==> src/core/hub_strap_map.svh <==
// timing counts and reset values for the port disable strap decoder
`ifndef HUB_STRAP_MAP_SVH
`define HUB_STRAP_MAP_SVH

// settle time after reset release before straps are latched, in ns
`define STRAP_SETTLE_NS     16
// clock period in ns
`define STRAP_CLK_PERIOD_NS 4
// least time rounds up to whole cycles
`define STRAP_SETTLE_CYCLES ((`STRAP_SETTLE_NS + `STRAP_CLK_PERIOD_NS - 1) / `STRAP_CLK_PERIOD_NS)
// strap level that requests disabling
`define STRAP_DISABLE_LEVEL 1'h1
// reset value of the enable mask: nothing enabled until latched
`define PORT_ENABLE_RESET   4'h0
// reset value of a logical port number: zero means unmapped
`define PORT_NUMBER_RESET   3'h0
// reset value of the enabled port count
`define ENABLED_COUNT_RESET 3'h0
// reset value of the settle countdown
`define SETTLE_COUNT_RESET  4'h0

`endif

==> src/core/hub_strap_pkg.sv <==
// types shared by the port disable strap decoder
package hub_strap_pkg;

    // the two strap levels of one downstream port
    typedef struct packed {
        logic dpStrap;   // strap on the D+ pin
        logic dmStrap;   // strap on the D- pin
    } strap_pair_t;

    // logical number (1..4) for each physical port, 0 when disabled
    typedef logic [2:0] port_number_t;

    // decoder phases
    typedef enum logic [1:0] {
        ST_RESET  = 2'b00,
        ST_SETTLE = 2'b01,
        ST_LATCH  = 2'b10,
        ST_DONE   = 2'b11
    } strap_state_t;

endpackage

==> src/core/hub_port_disable_straps.sv <==
// reset-time decoding of the downstream port disable straps
//
// Functional notes
// - port 1 disabled only if both straps high
// - port 2 disabled only if both straps high
// - port 3 disabled only if both straps high
// - port 4 disabled only if both straps high
// - port 4 D- strap 1 disables only with D+ strap also 1, 0 enables
// - enabled ports renumbered contiguously toward host
`timescale 1ns/1ps
`include "hub_strap_map.svh"

module hub_port_disable_straps
#(
    parameter int NUM_PORTS = 4   // downstream ports served
)
(
    input  wire logic                        clock,
    input  wire logic                        nrst,
    input  wire logic                        port1_dp_disable_strap,
    input  wire logic                        port1_dm_disable_strap,
    input  wire logic                        port2_dp_disable_strap,
    input  wire logic                        port2_dm_disable_strap,
    input  wire logic                        port3_dp_disable_strap,
    input  wire logic                        port3_dm_disable_strap,
    input  wire logic                        port4_dp_disable_strap,
    input  wire logic                        port4_dm_disable_strap,
    input  wire logic                        flexSwapRequest,
    input  wire logic                        port1_power_enable,
    input  wire logic                        port1_overcurrent_sense_n,
    output logic                             strapsValid,
    output logic [NUM_PORTS-1:0]             portEnable,
    output hub_strap_pkg::port_number_t      portNumber1,
    output hub_strap_pkg::port_number_t      portNumber2,
    output hub_strap_pkg::port_number_t      portNumber3,
    output hub_strap_pkg::port_number_t      portNumber4,
    output logic [2:0]                       enabledCount,
    output logic                             flexSwapActive,
    output logic                             powerControllerPresent
);

    // only the four-port arrangement is served: refused at elaboration
    if (NUM_PORTS != 4)
    begin
        $error("hub_port_disable_straps serves exactly four ports");
    end

    ////////////////////////////////////////////////////////////////////////////
    // pin synchronisers: straps are board pins, outside the clock domain

    logic [9:0] pinMeta;    // first stage, read only by second stage
    logic [9:0] pinSync;    // second stage, safe to decode
    wire  [9:0] pinRaw = {port1_overcurrent_sense_n, port1_power_enable,
                          port4_dm_disable_strap, port4_dp_disable_strap,
                          port3_dm_disable_strap, port3_dp_disable_strap,
                          port2_dm_disable_strap, port2_dp_disable_strap,
                          port1_dm_disable_strap, port1_dp_disable_strap};

    // two-flop synchroniser on every strap-like pin
    always_ff @(posedge clock)
    begin
        pinMeta <= pinRaw;
        pinSync <= pinMeta;
    end

    logic swapMeta;   // first stage of swap request
    logic swapSync;   // second stage of swap request

    // swap selection is a pin too
    always_ff @(posedge clock)
    begin
        swapMeta <= flexSwapRequest;
        swapSync <= swapMeta;
    end

    ////////////////////////////////////////////////////////////////////////////
    // strap decode: a port is off only when both of its straps are high

    hub_strap_pkg::strap_pair_t pair1;   // port 1 straps
    hub_strap_pkg::strap_pair_t pair2;   // port 2 straps
    hub_strap_pkg::strap_pair_t pair3;   // port 3 straps
    hub_strap_pkg::strap_pair_t pair4;   // port 4 straps

    assign pair1 = '{dpStrap: pinSync[0], dmStrap: pinSync[1]};
    assign pair2 = '{dpStrap: pinSync[2], dmStrap: pinSync[3]};
    assign pair3 = '{dpStrap: pinSync[4], dmStrap: pinSync[5]};
    assign pair4 = '{dpStrap: pinSync[6], dmStrap: pinSync[7]};

    wire disable1 = (pair1.dpStrap == `STRAP_DISABLE_LEVEL)
                  & (pair1.dmStrap == `STRAP_DISABLE_LEVEL);
    wire disable2 = (pair2.dpStrap == `STRAP_DISABLE_LEVEL)
                  & (pair2.dmStrap == `STRAP_DISABLE_LEVEL);
    wire disable3 = (pair3.dpStrap == `STRAP_DISABLE_LEVEL)
                  & (pair3.dmStrap == `STRAP_DISABLE_LEVEL);
    wire dp4Off   = (pair4.dpStrap == `STRAP_DISABLE_LEVEL);
    wire dm4Off   = (pair4.dmStrap == `STRAP_DISABLE_LEVEL);
    wire disable4 = dp4Off & dm4Off;

    // decoded enable mask, bit n is physical port n+1
    wire [3:0] enableNext = ~{disable4, disable3, disable2, disable1};

    // both port 1 power pins high marks an external power controller
    wire powerCtrlNext = pinSync[8] & pinSync[9];

    ////////////////////////////////////////////////////////////////////////////
    // contiguous renumbering: each enabled port counts enabled ports below it

    wire [2:0] num1Next = enableNext[0] ? 3'h1 : `PORT_NUMBER_RESET;
    wire [2:0] below2   = {2'h0, enableNext[0]};
    wire [2:0] below3   = below2 + {2'h0, enableNext[1]};
    wire [2:0] below4   = below3 + {2'h0, enableNext[2]};
    wire [2:0] countAll = below4 + {2'h0, enableNext[3]};
    wire [2:0] num2Next = enableNext[1] ? below2 + 3'h1 : `PORT_NUMBER_RESET;
    wire [2:0] num3Next = enableNext[2] ? below3 + 3'h1 : `PORT_NUMBER_RESET;
    wire [2:0] num4Next = enableNext[3] ? below4 + 3'h1 : `PORT_NUMBER_RESET;

    ////////////////////////////////////////////////////////////////////////////
    // sequencer: wait for synchronisers to settle, then latch once

    hub_strap_pkg::strap_state_t state_reg;    // current phase
    hub_strap_pkg::strap_state_t state_next;   // next phase
    logic [3:0]                  settle_reg;   // settle countdown
    logic [3:0]                  settle_next;  // next countdown

    wire latchNow = (state_reg == hub_strap_pkg::ST_LATCH);

    // phase and countdown selection
    always_comb
    begin
        state_next  = state_reg;
        settle_next = settle_reg;
        case (state_reg)
            hub_strap_pkg::ST_RESET:
            begin
                // first cycle after release: start counting
                settle_next = 4'(`STRAP_SETTLE_CYCLES);
                state_next  = hub_strap_pkg::ST_SETTLE;
            end
            hub_strap_pkg::ST_SETTLE:
            begin
                // pins pass the synchroniser before they count
                if (settle_reg <= 4'h1)
                    state_next = hub_strap_pkg::ST_LATCH;
                else
                    settle_next = settle_reg - 4'h1;
            end
            hub_strap_pkg::ST_LATCH:
            begin
                state_next = hub_strap_pkg::ST_DONE;
            end
            hub_strap_pkg::ST_DONE:
            begin
                // hold here until the next reset
                state_next = hub_strap_pkg::ST_DONE;
            end
            default:
            begin
                state_next = hub_strap_pkg::ST_RESET;
            end
        endcase
    end

    // sequencer registers
    always_ff @(posedge clock)
    begin
        if (!nrst)
        begin
            state_reg  <= hub_strap_pkg::ST_RESET;
            settle_reg <= `SETTLE_COUNT_RESET;
        end
        else
        begin
            state_reg  <= state_next;
            settle_reg <= settle_next;
        end
    end

    ////////////////////////////////////////////////////////////////////////////
    // latched results: captured in the single latch cycle only

    // decoded straps, number map and counts
    always_ff @(posedge clock)
    begin
        if (!nrst)
        begin
            portEnable   <= `PORT_ENABLE_RESET;
            portNumber1  <= `PORT_NUMBER_RESET;
            portNumber2  <= `PORT_NUMBER_RESET;
            portNumber3  <= `PORT_NUMBER_RESET;
            portNumber4  <= `PORT_NUMBER_RESET;
            enabledCount <= `ENABLED_COUNT_RESET;
        end
        else if (latchNow)
        begin
            // later pin changes are ignored until reset
            portEnable   <= enableNext;
            portNumber1  <= num1Next;
            portNumber2  <= num2Next;
            portNumber3  <= num3Next;
            portNumber4  <= num4Next;
            enabledCount <= countAll;
        end
    end

    // swap selection and power controller detect, same latch moment
    always_ff @(posedge clock)
    begin
        if (!nrst)
        begin
            flexSwapActive         <= 1'h0;
            powerControllerPresent <= 1'h0;
            strapsValid            <= 1'h0;
        end
        else if (latchNow)
        begin
            flexSwapActive         <= swapSync;
            powerControllerPresent <= powerCtrlNext;
            strapsValid            <= 1'h1;
        end
    end

endmodule

==> config.mk <==
export PLATFORM = sky130hd
export DESIGN_NAME = hub_port_disable_straps
export DESIGN_NICKNAME = d
export VERILOG_FILES = /design/src/core/hub_strap_pkg.sv /design/src/core/hub_port_disable_straps.sv
export VERILOG_INCLUDE_DIRS = /design/src /design/src/core
export SDC_FILE = /design/constraint.sdc
export NUM_CORES = 1
export LEC_CHECK = 0
export BUFFER_PORTS_ARGS = -buffer_cell sky130_fd_sc_hd__buf_2
export CORE_ASPECT_RATIO = 1.4
export CORE_UTILIZATION = 52
export DETAILED_ROUTE_END_ITERATION = 8
export GPL_TIMING_DRIVEN = 0
export PLACE_DENSITY = 0.76
export SETUP_SLACK_MARGIN = 0.5
export SLEW_MARGIN = 20
export SYNTH_ARGS = -nofsm -noshare
export SYNTH_HDL_FRONTEND = slang
export SYNTH_SLANG_ARGS = --single-unit
==> constraint.sdc <==
create_clock -name clock -period 2.35 [get_ports clock]
set_input_delay 0.3525 -clock clock [delete_from_list [all_inputs] [get_ports clock]]
set_output_delay 0.3525 -clock clock [all_outputs]
set_load 0.03 [all_outputs]
==> results_dict.tcl <==
set metrics [dict create \
    status "finished, final reports clean" \
    clk_pin_slew_ps 90 \
    reg2reg_slack_ps 350 \
    antenna_found_initial 0 \
    ant_nets 0 \
    finalHoldViolCount 0 \
    area_delta_synth_final_pct 26.5 \
    ys.flop_type "dfxtp_1" \
    worstPathArrival_ps 2230 \
    yosysWarnings 0 \
    period_minus_slack_ps 2000 \
    grt_pass1_wl_um 5400 \
    reg2reg_depth 7 \
    vias_per_cell 5.19 \
    rsz0062_at_grt "true" \
    layout_commonest_cell "dfxtp_1" \
    avgSynthCellArea_um2 10.5 \
    dieHeight_um 69.4 \
    max_freq_ghz 0.501 \
    gr-total-overflow 0 \
    grt_pass1_vias 1190 \
    whs_path_depth 1 \
    synth_cell_types 27 \
    worstSetupPathType "register to register" \
    hpwl_um 2190 \
    cts_buffers 5 \
    ys_async_sr_fraction_pct 0 \
    first_iter_violations 29 \
    clockPowerShare_pct 27.6 \
    worstSkewPairLatency_ps 300 \
    drtPass1Iterations 4 \
    end_kind "register" \
    crit_start "pinSync[2]" \
    num_io_pins 35 \
    cts-htree-levels 2 \
    cts_hold_buf 0 \
    tns_ps 0 \
    slew_headroom_pct 66.1 \
    cts-root-buf "clkbuf_8" \
    cp.required_ps 2590 \
    switching_share_pct 32.1 \
    start_util_pct 54.5 \
    cts_buffer_depth 2 \
    layout_common_cells "dfxtp_1 (46), buf_2 (31), nand2_1 (20)" \
    ys_ff_latch 46 \
    insertedDiodeCount 0 \
    worst_pin_slew_ps 508 \
    num_rows 24 \
    die_x_um 50.1 \
    final_nets 234 \
    routedWlPerCell_um 13.6 \
    power_density_nw_per_um2 986 \
    r2r-start "pinSync[2]" \
    p_int_mw 1.43 \
    hp-class "input pin to register" \
    dr_total_vias 1293 \
    p_total_mw 2.10 \
    coreArea_um2 3090 \
    globalplace.congestion 0.775 \
    grt_max_degree 16 \
    synth_edf_count 0 \
    max_cap_violations 0 \
    drive_gt1_share_pct 36.7 \
    p_leak_nw 0.944 \
    die_area_um2 3480 \
    cp_max_fo 4 \
    drv_slew 0 \
    p_sw_uw 674 \
    hold_end "pinMeta[6]" \
    critical_path.startpoint_type "register" \
    totalWireLength_um 3380 \
    setup_violations 0 \
    hp-start "port4_dp_disable_strap" \
    cts_tree "built" \
    ys_seq_area_share_pct 54.6 \
    biggestRegsByFlops "pinMeta: 10 flops, pinSync: 10 flops" \
    fin_skew_ps 11.0 \
    drc 0 \
    portBuffers 31 \
    gr-usage-all-layers_pct 21.3 \
    netlist_instances 160 \
    vdd_drop_max_mv 0.719 \
    p_seq_share_pct 44.5 \
    synth_area_um2 1690 \
    power_frac_comb_pct 27.8 \
    r2r_end "portNumber4[1]" \
    finalCritPeriodShare_pct 84.9 \
    numClockSinks 46 \
]
[synthesized netlist by cell type, drive strengths merged, types with 2 or more instances]
cell / count / area share, %
nand2: 21 / 4.7
fa: 3 / 3.6
dfxtp: 46 / 55
inv: 13 / 2.9
ha: 9 / 6.7
buf: 9 / 5.2
o311ai: 3 / 1.6
a21oi: 13 / 3.9
clkbuf: 2 / 0.45
a211oi: 6 / 4.5
nor2: 11 / 2.4
a31oi: 4 / 1.5
nand4: 3 / 1.1
and2: 2 / 0.74
nand3b: 4 / 1.8
o21ai: 2 / 0.59
[worst max-delay path: stages (launching register included)]
cell	delay [ps]
dfxtp_1	300
and2_4	160
fa_2	590
buf_4	110
buf_6	90
fa_1	390
nand3b_1	160
a21oi_1	120
[logic make-up (layout without fill, tap and decap cells)]
group	count (synthesis)	count (layout)	synth area share, %
AND/OR/NAND/NOR	47	47	13.4
buffers and inverters	24	72	8.54
flip-flops	46	46	54.6
adder cells (fa/ha/maj)	12	12	10.2
AO/OA/AOI/OAI	30	30	12.9
other	1	3	0.223
[final cells by class]
type,instances,area (um2)
clock inverter,3,43.8
sequential,46,921
clock buffer,5,68.8
buffer,11,95.1
multi-input combinational,92,676
timing repair buffer,40,230
fill,247,961
tap,39,48.8
inverter,13,48.8
[through the flow]
stage | utilization, % | hold slack, ps | std cells | worst slack, ps | instance area [um2]
floorplan | - | 310 | 162 | 367 | 1700
global placement | 61.5 | 310 | 232 | 284 | 1900
detailed placement | 61.5 | 312 | 232 | 269 | 1900
CTS | 68.7 | 139 | 248 | 392 | 2120
global route | 68.9 | 134 | 249 | 318 | 2130
finish | 68.9 | 141 | 249 | 355 | 2130
[worst max path at each step]
stage / to / slack, ps / cells after the start
detailed placement: enabledCount[1] / 270 / 8
finish: portNumber4[1] / 350 / 7
global placement: enabledCount[1] / 280 / 8
floorplan: enabledCount[1] / 370 / 7
global route: portNumber4[1] / 320 / 7
CTS: enabledCount[1] / 390 / 7
[power groups by stage]
stage	Combinational [mW]	Clock (mW)	Sequential [mW]
after detailed placement	0.539	0	0.951
after global placement	0.513	0	0.943
after floorplan	0.328	0	1.03
after CTS	0.572	0.592	0.933
after global routing	0.634	0.626	0.946
final	0.585	0.581	0.936
[per-layer routing]
layer	up-vias	wire length (um)	GRT usage, %
li1	617	-	-
met1	607	1250	21.7
met2	52	1810	37.0
met3	17	193	5.92
met4	0	125	13.3
met5	-	0	0
[what timing repair did]
| action | 4_1_cts | 5_1_grt |
|---|---|---|
| gates resized for setup | 14 | 0 |
| setup buffers | 8 | 1 |
| setup endpoints to repair | 4 | 5 |
| pin swaps | 9 | 3 |
Power figures use the tool's default switching activity.
